==> src/include/ftw_map.vh <==
// Register map, field positions, reset values and presets for the FIFO threshold / wake block
// Assumes inclusion by bare name from the design files
`ifndef FTW_MAP_VH
`define FTW_MAP_VH

// Register offset on the serial register port
`define FTW_ADDR_W            6
`define FTW_LEVEL_WAKE_ADDR   6'h03

// Field positions
`define FTW_RSVD_BIT          7
`define FTW_KEEP_BIT          6
`define FTW_ATTEN_HI          5
`define FTW_ATTEN_LO          4
`define FTW_LEVEL_HI          3
`define FTW_LEVEL_LO          0

// Reset value: level select 7, everything else 0
`define FTW_LEVEL_WAKE_RESET  8'h07

// Reset values of the registered outputs
`define FTW_RDATA_RESET       8'h00
`define FTW_FLAG_RESET        1'h0
`define FTW_ATTEN_RESET       2'h0

// Threshold arithmetic
`define FTW_TX_THR_BASE       7'h3D
`define FTW_THR_STEP          7'h04

// Wake presets for the two internal analog test settings
`define FTW_T1_KEEP_CLR       8'h31
`define FTW_T2_KEEP_CLR       8'h88
`define FTW_T1_KEEP_SET       8'h35
`define FTW_T2_KEEP_SET       8'h81

// Read answer for an unmapped offset
`define FTW_UNMAPPED_DATA     8'h00

`endif

==> src/rtl/ftw_fifo_threshold_wake.v <==
// FIFO threshold configuration register, threshold flags and wake-time analog test presets
// Assumes the serial register front end and FIFO counters run on CORE_CLK
// The readable test registers live elsewhere; wake presets reach only the analog outputs
`timescale 1ns/1ps
`include "ftw_map.vh"

// Behaviour
// [RULE1] Software writes zero to reserved top bit
// [RULE2] Retention clear: load first preset pair on wake
// [RULE3] Retention set: load alternative preset pair on wake
// [RULE4] Wake presets reach analog only, reads unchanged
// [RULE5] Flag set when FIFO count reaches threshold
// [RULE6] TX 61 minus 4n, RX 4(n+1)
// [RULE7] Compare both counts every clock cycle
module ftw_fifo_threshold_wake (
	// Clock and reset
	input  wire       CORE_CLK,
	input  wire       RESETN,
	// Register port from the serial front end
	input  wire [5:0] REG_ADDR,
	input  wire       REG_WR,
	input  wire       REG_RD,
	input  wire [7:0] REG_WDATA,
	output reg  [7:0] REG_RDATA,
	output reg        REG_RVALID,
	// FIFO fill levels
	input  wire [6:0] TX_FIFO_COUNT,
	input  wire [6:0] RX_FIFO_COUNT,
	output reg        TX_THR_REACHED,
	output reg        RX_THR_REACHED,
	// Sleep wake-up and analog test settings
	input  wire       WAKE_FROM_SLEEP,
	output reg  [7:0] ANALOG_TEST_SETTING_ONE,
	output reg  [7:0] ANALOG_TEST_SETTING_TWO,
	output reg        ANALOG_TEST_LOAD,
	// Rx attenuation field for the analog section
	output reg  [1:0] RX_ATTEN_SELECT
);

	// Stored configuration
	reg  [7:0] fifo_level_and_wake_setup_r;
	reg  [7:0] fifo_level_and_wake_setup_nxt;
	// Next values of the registered outputs
	reg  [7:0] reg_rdata_nxt;
	reg        reg_rvalid_nxt;
	reg        tx_thr_reached_nxt;
	reg        rx_thr_reached_nxt;
	reg  [7:0] analog_test_setting_one_nxt;
	reg  [7:0] analog_test_setting_two_nxt;
	reg        analog_test_load_nxt;
	reg  [1:0] rx_atten_select_nxt;
	// Decoded strobes, fields and comparisons
	wire       reg_hit;
	wire       reg_write;
	wire       reg_read;
	wire [3:0] fifo_level_select;
	wire       converter_setting_keep;
	wire [1:0] rx_atten_field;
	wire [6:0] tx_thr;
	wire [6:0] rx_thr;
	wire       tx_level_met;
	wire       rx_level_met;

	// Threshold for a level setting; tx selects the transmit table
	function [6:0] thr_of;
		input [3:0] lvl;
		input       tx;
		reg   [6:0] step_sum;
		begin
			step_sum = {1'h0, lvl, 2'h0};
			if (tx) begin
				thr_of = `FTW_TX_THR_BASE - step_sum; // RULE6
			end else begin
				thr_of = step_sum + `FTW_THR_STEP; // RULE6
			end
		end
	endfunction

	// Reaching the threshold already counts as exceeded
	function level_met;
		input [6:0] count;
		input [6:0] thr;
		begin
			level_met = (count >= thr); // RULE5
		end
	endfunction

	// Wake preset for one analog test setting; second picks setting two
	function [7:0] wake_preset;
		input keep;
		input second;
		begin
			if (keep && second) begin
				wake_preset = `FTW_T2_KEEP_SET; // RULE3
			end else if (keep) begin
				wake_preset = `FTW_T1_KEEP_SET; // RULE3
			end else if (second) begin
				wake_preset = `FTW_T2_KEEP_CLR; // RULE2
			end else begin
				wake_preset = `FTW_T1_KEEP_CLR; // RULE2
			end
		end
	endfunction

	// Field decode and threshold comparisons
	assign reg_hit                = (REG_ADDR == `FTW_LEVEL_WAKE_ADDR);
	assign reg_write              = REG_WR && reg_hit;
	assign reg_read               = REG_RD;
	assign fifo_level_select      = fifo_level_and_wake_setup_r[`FTW_LEVEL_HI:`FTW_LEVEL_LO];
	assign converter_setting_keep = fifo_level_and_wake_setup_r[`FTW_KEEP_BIT];
	assign rx_atten_field         = fifo_level_and_wake_setup_r[`FTW_ATTEN_HI:`FTW_ATTEN_LO];
	assign tx_thr                 = thr_of(fifo_level_select, 1'h1);
	assign rx_thr                 = thr_of(fifo_level_select, 1'h0);
	assign tx_level_met           = level_met(TX_FIFO_COUNT, tx_thr); // RULE7
	assign rx_level_met           = level_met(RX_FIFO_COUNT, rx_thr); // RULE7

	// Reserved bit is stored as written; software keeps it at zero
	always @* begin
		fifo_level_and_wake_setup_nxt = fifo_level_and_wake_setup_r;
		if (reg_write) begin
			fifo_level_and_wake_setup_nxt = REG_WDATA;
		end
	end

	always @(posedge CORE_CLK) begin
		if (!RESETN) begin
			fifo_level_and_wake_setup_r <= `FTW_LEVEL_WAKE_RESET;
		end else begin
			fifo_level_and_wake_setup_r <= fifo_level_and_wake_setup_nxt;
		end
	end

	// Read answer one cycle after the strobe; data holds until the next read
	always @* begin
		reg_rvalid_nxt = reg_read;
		reg_rdata_nxt  = REG_RDATA;
		if (reg_read && reg_hit) begin
			reg_rdata_nxt = fifo_level_and_wake_setup_r;
		end else if (reg_read) begin
			reg_rdata_nxt = `FTW_UNMAPPED_DATA;
		end
	end

	always @(posedge CORE_CLK) begin
		if (!RESETN) begin
			REG_RDATA <= `FTW_RDATA_RESET;
		end else begin
			REG_RDATA <= reg_rdata_nxt;
		end
	end

	always @(posedge CORE_CLK) begin
		if (!RESETN) begin
			REG_RVALID <= `FTW_FLAG_RESET;
		end else begin
			REG_RVALID <= reg_rvalid_nxt;
		end
	end

	// Flags follow the fill levels every cycle
	always @* begin
		tx_thr_reached_nxt = tx_level_met; // RULE5
		rx_thr_reached_nxt = rx_level_met; // RULE5
	end

	always @(posedge CORE_CLK) begin
		if (!RESETN) begin
			TX_THR_REACHED <= `FTW_FLAG_RESET;
		end else begin
			TX_THR_REACHED <= tx_thr_reached_nxt; // RULE7
		end
	end

	always @(posedge CORE_CLK) begin
		if (!RESETN) begin
			RX_THR_REACHED <= `FTW_FLAG_RESET;
		end else begin
			RX_THR_REACHED <= rx_thr_reached_nxt; // RULE7
		end
	end

	// Wake presets drive only the analog outputs, never the register readback
	always @* begin
		analog_test_load_nxt        = WAKE_FROM_SLEEP; // RULE4
		analog_test_setting_one_nxt = ANALOG_TEST_SETTING_ONE;
		analog_test_setting_two_nxt = ANALOG_TEST_SETTING_TWO;
		if (WAKE_FROM_SLEEP) begin
			analog_test_setting_one_nxt = wake_preset(converter_setting_keep, 1'h0);
			analog_test_setting_two_nxt = wake_preset(converter_setting_keep, 1'h1);
		end
	end

	always @(posedge CORE_CLK) begin
		if (!RESETN) begin
			ANALOG_TEST_SETTING_ONE <= `FTW_T1_KEEP_CLR;
			ANALOG_TEST_SETTING_TWO <= `FTW_T2_KEEP_CLR;
		end else begin
			ANALOG_TEST_SETTING_ONE <= analog_test_setting_one_nxt; // RULE2 RULE3
			ANALOG_TEST_SETTING_TWO <= analog_test_setting_two_nxt; // RULE2 RULE3
		end
	end

	always @(posedge CORE_CLK) begin
		if (!RESETN) begin
			ANALOG_TEST_LOAD <= `FTW_FLAG_RESET;
		end else begin
			ANALOG_TEST_LOAD <= analog_test_load_nxt;
		end
	end

	// Attenuation field only feeds the analog section
	always @* begin
		rx_atten_select_nxt = rx_atten_field;
	end

	always @(posedge CORE_CLK) begin
		if (!RESETN) begin
			RX_ATTEN_SELECT <= `FTW_ATTEN_RESET;
		end else begin
			RX_ATTEN_SELECT <= rx_atten_select_nxt;
		end
	end

endmodule // ftw_fifo_threshold_wake

==> config.mk <==
export PLATFORM = sky130hd
export DESIGN_NAME = ftw_fifo_threshold_wake
export DESIGN_NICKNAME = d
export VERILOG_FILES = /design/src/rtl/ftw_fifo_threshold_wake.v
export VERILOG_INCLUDE_DIRS = /design/src /design/src/include
export SDC_FILE = /design/constraint.sdc
export NUM_CORES = 1
export LEC_CHECK = 0
export BUFFER_PORTS_ARGS = -buffer_cell sky130_fd_sc_hd__buf_4
export CORE_ASPECT_RATIO = 0.5
export CORE_MARGIN = 2
export CORE_UTILIZATION = 45
export CTS_CLUSTER_DIAMETER = 80
export DETAILED_ROUTE_END_ITERATION = 10
export PLACE_DENSITY = 0.79
export REMOVE_ABC_BUFFERS = 1
export SYNTH_ARGS = -nofsm -noshare
export SYNTH_HDL_FRONTEND = slang
export SYNTH_SLANG_ARGS = --single-unit
==> constraint.sdc <==
create_clock -name CORE_CLK -period 1.7 [get_ports CORE_CLK]
set_input_delay 0.085 -clock CORE_CLK [delete_from_list [all_inputs] [get_ports CORE_CLK]]
set_output_delay 0.085 -clock CORE_CLK [all_outputs]
set_load 0.1 [all_outputs]
==> results of run 1 <==
==> stage by stage <==
stage               cells  setup WS, ns  hold WS (ns)  power (mW)  util, %
detailed placement    217         0.194         0.317       0.898     60.5
global placement      217         0.182         0.314       0.893     60.5
floorplan             129        -0.215         0.147       0.804        -
finish                221         0.198        0.0382        1.39     63.5
CTS                   221         0.172        0.0317        1.40     63.2
global route          221        0.0903        0.0387        1.45     63.5
==> report_power, final <==
part           switching (mW)  total (mW)  leakage [nW]  internal [mW]
sequential            0.00260       0.572         0.195          0.570
clock                   0.189       0.504        0.0357          0.315
combinational           0.233       0.315         0.535         0.0823
total                   0.424        1.39         0.765          0.967
==> synthesized netlist by cell type (3+ instances only) <==
master / n / area, um2
nand2_1: 12 / 45.0
o21ai_2: 8 / 70.1
o21ai_0: 7 / 35.0
dfxtp_1: 24 / 480
inv_1: 6 / 22.5
mux2i_1: 3 / 30.0
clkbuf_1: 6 / 22.5
nand3b_1: 8 / 60.1
and2_1: 4 / 25.0
nand3_1: 12 / 60.1
buf_4: 14 / 105
o311ai_1: 3 / 26.3
ha_1: 10 / 125
==> state kept, by name (all words and copies together) (netlist names) <==
signal                       cells
fifo_level_and_wake_setup_r      8
ANALOG_TEST_SETTING_TWO          2
REG_RVALID                       1
ANALOG_TEST_LOAD                 1
RX_THR_REACHED                   1
TX_THR_REACHED                   1
RX_ATTEN_SELECT                  2
REG_RDATA                        8
==> area by class of cell <==
type | instances | area (um2)
multi-input cells | 99 | 669
fillers | 246 | 962
clock buffers | 3 | 41.3
well taps | 37 | 46.3
repair buffers | 51 | 383
inverters | 6 | 22.5
clock inverters | 1 | 30.0
flip-flops and latches | 24 | 480
==> cells in the final DEF, fill, tap and decap left out, types with 3 or more instances in the layout <==
| cell | Yosys | routed |
|---|---|---|
| buf_4 | 14 | 51 |
| dfxtp_1 | 24 | 24 |
| conb_1 | 2 | 13 |
| nand3_1 | 12 | 12 |
| nand2_1 | 12 | 12 |
| ha_1 | 10 | 10 |
| nand3b_1 | 8 | 8 |
| o21ai_2 | 8 | 8 |
| o21ai_0 | 7 | 7 |
| inv_1 | 6 | 6 |
| and2_1 | 4 | 4 |
| mux2i_1 | 3 | 3 |
| o311ai_1 | 3 | 3 |
| clkbuf_8 | 0 | 3 |
==> critical path, cell delays in order, from the launching register on <==
cell	delay (ns)
dfxtp_1	0.33
ha_1	0.28
inv_1	0.04
ha_1	0.27
nor2b_1	0.13
a311oi_1	0.24
o2bb2ai_1	0.10
==> cells by family after synthesis <==
kind of cell / after synthesis / share of synthesized area, %
buffers and inverters: 28 / 13.1
adders and majority gates: 10 / 9.86
muxes: 3 / 2.37
xor gates and xnor gates: 2 / 1.38
other: 2 / 0.592
AOI/OAI and AO/OA: 27 / 16.0
DFF: 24 / 37.9
and+or+nand+nor: 44 / 18.8
==> timing repair <==
action                     in CTS  in global routing
setup endpoints to repair       0                  1
gates resized for setup         0                  2
hold buffers                    0                  0
==> worst paths after layout <==
| check | startpoint | to | slack (ns) | cells past startpoint |
|---|---|---|---|---|
| hold / removal | WAKE_FROM_SLEEP | ANALOG_TEST_LOAD | 0.04 | 2 |
| hold reg to reg | fifo_level_and_wake_setup_r[7] | fifo_level_and_wake_setup_r[7] | 0.47 | 2 |
| setup reg to reg | fifo_level_and_wake_setup_r[0] | RX_THR_REACHED | 0.20 | 6 |
| setup / recovery | fifo_level_and_wake_setup_r[0] | RX_THR_REACHED | 0.20 | 6 |
==> layer usage <==
metal | global-route usage [%] | wire [um] | up-vias
met4 | 5.52 | 25 | 0
met5 | 0 | 0 | -
met3 | 4.57 | 143 | 4
met1 | 19.2 | 1040 | 513
met2 | 31.4 | 1400 | 36
li1 | - | - | 551
==> reports/summary.txt, run 1 <==
H-tree depth = 1
Clock transition at path regs = 0.09 ns
Tcrit/Tclk final = 88.4%
Area grow syn2layout = 31.9%
Die area = 3290 um2
Endpoints failing setup = 0
Sequential element share of the synthesized area = 37.9%
Number of diodes = 0
Post-DP HPWL = 2000 um
WP data required = 1.86 ns
Boundary Pins = 63
Largest net degree at the start of global routing = 37
Max Fclk = 0.666 GHz
Main synth FF type = dfxtp_1
Max Cap Viol = 0
DRT antenna net count = 0
Detailed-route via count = 1104
Final setup TNS = 0 ns
Kind of critical path = reg -> reg
Die H = 41.5 um
Vias per cell = 5.00
Max FO, Critical Path = 2
Grt total ovfl = 0
Startpoint types = flop
Core ar. = 2640 um2
Postcts setup bufs = 0
Cell variety after synth = 33
Total GRT Usage = 17.0%
Power Density = 832 nW/um2
Layout cells sized above 1 = 35.3%
Vias in the first global route = 1044
Pre-antenna DRT Iters = 4
Syn Area/Cell = 9.06 um2
Static Leak = 0.765 nW
Initial Util = 48.1%
Post-route cell area = 1670 um2
Worst-Skew Late Latency = 0.27 ns
Final Hold Fails = 0
Clock Tree Root = clkbuf_8
Seq cells post-synth = 24
Setup crit end kind = flop
Yosys warnings = 0
CTS buffer count = 3
Clock net sink count = 24
Min Clock Period, post-route = 1.50 ns
# DRC = 0
Unrepaired setup endpoints after global routing = false
Syn Std Cell Area = 1270 um2
Max VDD drop = 0.380 mV
Dpl cell area = 1600 um2
Clk buf depth = 2
CTS tree = built
Gp weighted congestion = 0.779
Total Wirelength = 2610 um
# nets final = 228
Initial antenna violation count = 0
Std cell rows = 13
Hold Crit Class = in -> reg
Arr. time, crit path = 1.66 ns
Die width = 79.1 um
Clk_skew = 0.00157 ns
WL/cell = 11.8 um
Detailed Route Iter0 Violations = 40
Port Buf Inserts = 49
Mapped Cells = 140
Post-synth EDFFs = 0
Outcome = completed
First-pass GRT wire length = 4460 um
Slew Limit Fails = 0
Async S/R FF share, synth = 0%
No activity file was read; power rests on OpenSTA's default activity.
==> run 2, diff against run 1 <==
--- a/config.mk
+++ b/config.mk
@@ -7,7 +7,6 @@
 export NUM_CORES = 1
 export LEC_CHECK = 0
 export BUFFER_PORTS_ARGS = -buffer_cell sky130_fd_sc_hd__buf_4
-export CORE_ASPECT_RATIO = 0.5
 export CORE_MARGIN = 2
 export CORE_UTILIZATION = 45
 export CTS_CLUSTER_DIAMETER = 80
==> reports/summary.txt, run 2 (synthesized netlist as in run 1, its figures left out) <==
Area grow syn2layout = 34.0%
Largest net degree at the start of global routing = 37
Hold Crit Depth = 2
Outcome = completed
Commonest non-fill, non-tap cell in the layout = buf_4
First-pass GRT wire length = 4730 um
Final Hold Fails = 0
Max Cap Viol = 0
Final Util = 62.7%
Hold Crit Class = in -> reg
CP max stage delay = 0.34 ns
Detailed Route Iter0 Violations = 24
Power Density = 774 nW/um2
WHS = 0.0237 ns
Clock Tree Root = clkbuf_4
Clk_skew = 0.00643 ns
Tcrit/Tclk final = 91.2%
Endpoints failing setup = 0
Arr. time, crit path = 1.76 ns
Max Fclk = 0.645 GHz
Layout cells sized above 1 = 33.7%
Kind of critical path = reg -> reg
Setup crit end kind = flop
Die width = 57.1 um
Die H = 57.1 um
Clock transition at path regs = 0.13 ns
Most frequent cells in the layout = 51 x buf_4, 24 x dfxtp_1, 13 x conb_1
Boundary Pins = 63
Worst Reg-to-Reg Cells = 6
WL/cell = 12.4 um
# nets final = 234
Number of diodes = 0
Post-DP HPWL = 2050 um
Crit-path cells = ha_1 > inv_1 > ha_1 > nor2b_1 > a311oi_1 > o2bb2ai_1
Worst path top cell family by delay = adder cells
Critical path buffers and inverters = 1
Clk buf depth = 2
Vias per cell = 4.98
Max FO, Critical Path = 2
Largest regs = REG_RDATA: 8 flops, fifo_level_and_wake_setup_r: 8 flops
Crit. path cell count = 6
Worst-Skew Late Latency = 0.32 ns
Initial antenna violation count = 0
Gp weighted congestion = 0.706
Final setup TNS = 0 ns
H-tree depth = 1
Std cell rows = 19
Most used cell, CP = ha_1
CTS buffer count = 3
Clock net sink count = 24
WP data required = 1.91 ns
Unrepaired setup endpoints after global routing = false
Static Leak = 0.782 nW
Vias in the first global route = 1120
Total GRT Usage = 18.1%
Detailed-route via count = 1101
Pre-antenna DRT Iters = 6
Grt total ovfl = 0
# DRC = 0
Initial Util = 46.8%
CTS tree = built
Startpoint types = flop
CP max-delay cell = dfxtp_1
Total Wirelength = 2740 um
Port Buf Inserts = 49
Core ar. = 2710 um2
Min Clock Period, post-route = 1.55 ns
DRT antenna net count = 0
Max VDD drop = 0.651 mV
Die area = 3260 um2
Slew Limit Fails = 0
[run 2: report_power, final]
group	switching (mW)	internal (mW)	total, mW	leakage [nW]
Sequential	0.00334	0.571	0.574	0.195
Combinational	0.234	0.0901	0.324	0.559
Clock	0.179	0.238	0.418	0.0279
[run 2: final timing paths]
path	end	from	slack (ns)
worst max register to register	RX_THR_REACHED	fifo_level_and_wake_setup_r[1]	0.15
worst max-delay path	RX_THR_REACHED	fifo_level_and_wake_setup_r[1]	0.15
worst min-delay path	TX_THR_REACHED	TX_FIFO_COUNT[6]	0.02
worst min register to register	fifo_level_and_wake_setup_r[7]	fifo_level_and_wake_setup_r[7]	0.48
[run 2: routing by layer]
layer  vias to the layer above  GRT usage (%)  share of wire [%]
met5                         -              0                  0
met4                         0           4.98                1.2
met3                         4           2.27                4.2
met2                        30           34.5                 56
met1                       504           20.9                 39
li1                        563              -                  -
[run 2: worst reg2reg max path: stages, from the launching register on]
cell and delay, ns:
dfxtp_1 0.34, ha_1 0.28, inv_1 0.04, ha_1 0.28
nor2b_1 0.14, a311oi_1 0.27, o2bb2ai_1 0.11
[run 2: cell type report]
cell class / instances / area, um2
fill: 239 / 1010
inverter: 6 / 22.5
sequential: 24 / 480
tap: 31 / 38.8
timing repair buffer: 57 / 443
clock buffer: 3 / 22.5
multi-input combinational: 99 / 663
clock inverter: 1 / 30.0
[run 2: per-stage QoR]
stage | total power [mW] | cell area, um2 | instances | setup WS (ns)
after floorplan | 0.804 | 1170 | 129 | -0.215
after global placement | 0.892 | 1590 | 211 | 0.256
after detailed placement | 0.899 | 1590 | 211 | 0.168
after CTS | 1.33 | 1700 | 221 | 0.138
after global routing | 1.37 | 1700 | 221 | 0.0430
final | 1.32 | 1700 | 221 | 0.149
[run 2: what timing repair did]
| action | 4_1_cts | 5_1_grt |
|---|---|---|
| hold buffers | 6 | 0 |
| resized for setup | 0 | 0 |
| endpoints found under the hold margin | 7 | 0 |
| buffers inserted | 0 | 0 |
==> run 3, diff against run 2 <==
--- a/config.mk
+++ b/config.mk
@@ -7,11 +7,13 @@
 export NUM_CORES = 1
 export LEC_CHECK = 0
 export BUFFER_PORTS_ARGS = -buffer_cell sky130_fd_sc_hd__buf_4
+export CELL_PAD_IN_SITES_DETAIL_PLACEMENT = 0
+export CELL_PAD_IN_SITES_GLOBAL_PLACEMENT = 1
 export CORE_MARGIN = 2
-export CORE_UTILIZATION = 45
+export CORE_UTILIZATION = 32
 export CTS_CLUSTER_DIAMETER = 80
 export DETAILED_ROUTE_END_ITERATION = 10
-export PLACE_DENSITY = 0.79
+export PLACE_DENSITY_LB_ADDON = 0.1
 export REMOVE_ABC_BUFFERS = 1
 export SYNTH_ARGS = -nofsm -noshare
 export SYNTH_HDL_FRONTEND = slang
==> reports/summary.txt, run 3 (synthesized netlist as in run 1, its figures left out) <==
Clk_skew = 0.00112 ns
Die width = 67.0 um
Static Leak = 0.757 nW
Die area = 4480 um2
Max Fclk = 0.657 GHz
R2R Path End = RX_THR_REACHED
Hold_sp = WAKE_FROM_SLEEP
Std cell rows = 22
Total GRT Usage = 13.3%
Max Cap Viol = 0
Number of diodes = 0
Gp weighted congestion = 0.722
Slew Limit Fails = 0
Final Power = 1.26 mW
Arr. time, crit path = 1.67 ns
Pre-antenna DRT Iters = 4
Die H = 67.0 um
Final worst slack = 0.177 ns
Detailed Route Iter0 Violations = 64
Boundary Pins = 63
R2R setup slack = 0.18 ns
H-tree depth = 1
Tcrit/Tclk final = 89.6%
Largest regs = REG_RDATA: 8 flops, fifo_level_and_wake_setup_r: 8 flops
Clock Tree Root = clkbuf_8
First-pass GRT wire length = 4470 um
Vias in the first global route = 992
Unrepaired setup endpoints after global routing = false
Power Density = 760 nW/um2
Endpoints failing setup = 0
Max FO, Critical Path = 2
Post-cts resize count = 0
# nets final = 228
Hold Crit Depth = 2
CTS tree = built
Layout cells sized above 1 = 34.8%
Post-DP HPWL = 1980 um
Core ar. = 3740 um2
Setup crit end kind = flop
Total Wirelength = 2640 um
Port Buf Inserts = 49
Detailed-route via count = 1057
CTS buffer count = 3
Outcome = completed
Clock transition at path regs = 0.08 ns
Initial antenna violation count = 0
Max VDD drop = 0.466 mV
Initial Util = 33.9%
Final Hold Fails = 0
Largest net degree at the start of global routing = 37
Postcts setup bufs = 0
Hold EP = ANALOG_TEST_LOAD
Kind of critical path = reg -> reg
Area grow syn2layout = 31.2%
Clk buf depth = 2
WP data required = 1.85 ns
Post-cts hold buffer count = 0
Worst-Skew Late Latency = 0.26 ns
Min Clock Period, post-route = 1.52 ns
Startpoint types = flop
Most frequent cells in the layout = 51 x buf_4, 24 x dfxtp_1, 13 x conb_1
Grt total ovfl = 0
R2r startpoint = fifo_level_and_wake_setup_r[0]
Hold Crit Class = in -> reg
Vias per cell = 4.56
WL/cell = 11.4 um
Worst Reg-to-Reg Cells = 6
# DRC = 0
Setup WS pre-CTS = 0.183 ns
DRT antenna net count = 0
Commonest non-fill, non-tap cell in the layout = buf_4
Clock net sink count = 24
-- run 3: cell types whose count changed in the layout (fill, tap and decap cells not counted), sizes merged --
cell,delta
clkbuf,+1
dlygate4sd3,-6
bufinv,-1
-- run 3: through the flow --
stage / cells / instance area [um2] / hold slack, ns / util, % / TNS (ns)
3_3_place_gp: 228 / 1610 / 0.315 / 43.0 / 0
5_1_grt: 232 / 1660 / 0.0415 / 44.5 / 0
4_1_cts: 232 / 1660 / 0.0336 / 44.5 / 0
6_report: 232 / 1660 / 0.0449 / 44.5 / 0
3_5_place_dp: 228 / 1610 / 0.317 / 43.0 / 0
2_1_floorplan: 129 / 1170 / 0.147 / - / -0.215
-- run 3: metal layers --
metal,track usage [%],wire length (um),up-vias
met5,0,0,-
met4,3.83,12,0
met3,4.22,178,2
met2,21.5,1210,40
met1,16.8,1240,465
li1,-,-,550
-- run 3: critical path, stage by stage (launching register included) --
cell and delay (ns):
dfxtp_1 0.32, ha_1 0.28, inv_1 0.05, ha_1 0.28, nor2b_1 0.13, a311oi_1 0.24
o2bb2ai_1 0.11
-- run 3: layout make-up --
class                      count  area, um2
clock buffer                   4       55.1
fill                         407       2080
inverter                       6       22.5
multi-input combinational     99        663
sequential                    24        480
tap                           48       60.1
timing repair buffer          51        383
-- run 3: how the worst max path moves through the flow --
stage / from / to / slack [ns] / cells past startpoint
3_5_place_dp: fifo_level_and_wake_setup_r[0] / RX_THR_REACHED / 0.18 / 6
4_1_cts: fifo_level_and_wake_setup_r[0] / RX_THR_REACHED / 0.16 / 6
5_1_grt: fifo_level_and_wake_setup_r[0] / RX_THR_REACHED / 0.06 / 6
6_report: fifo_level_and_wake_setup_r[0] / RX_THR_REACHED / 0.18 / 6
3_3_place_gp: fifo_level_and_wake_setup_r[0] / RX_THR_REACHED / 0.18 / 6
2_1_floorplan: ANALOG_TEST_SETTING_TWO[0] / ANALOG_TEST_SETTING_TWO[0] / -0.21 / 2
-- run 3: power by group --
group | leakage [nW] | switching [mW] | internal [mW]
Clock | 0.0288 | 0.173 | 0.206
Combinational | 0.534 | 0.232 | 0.0809
Sequential | 0.195 | 0.00283 | 0.570
Total | 0.757 | 0.408 | 0.857
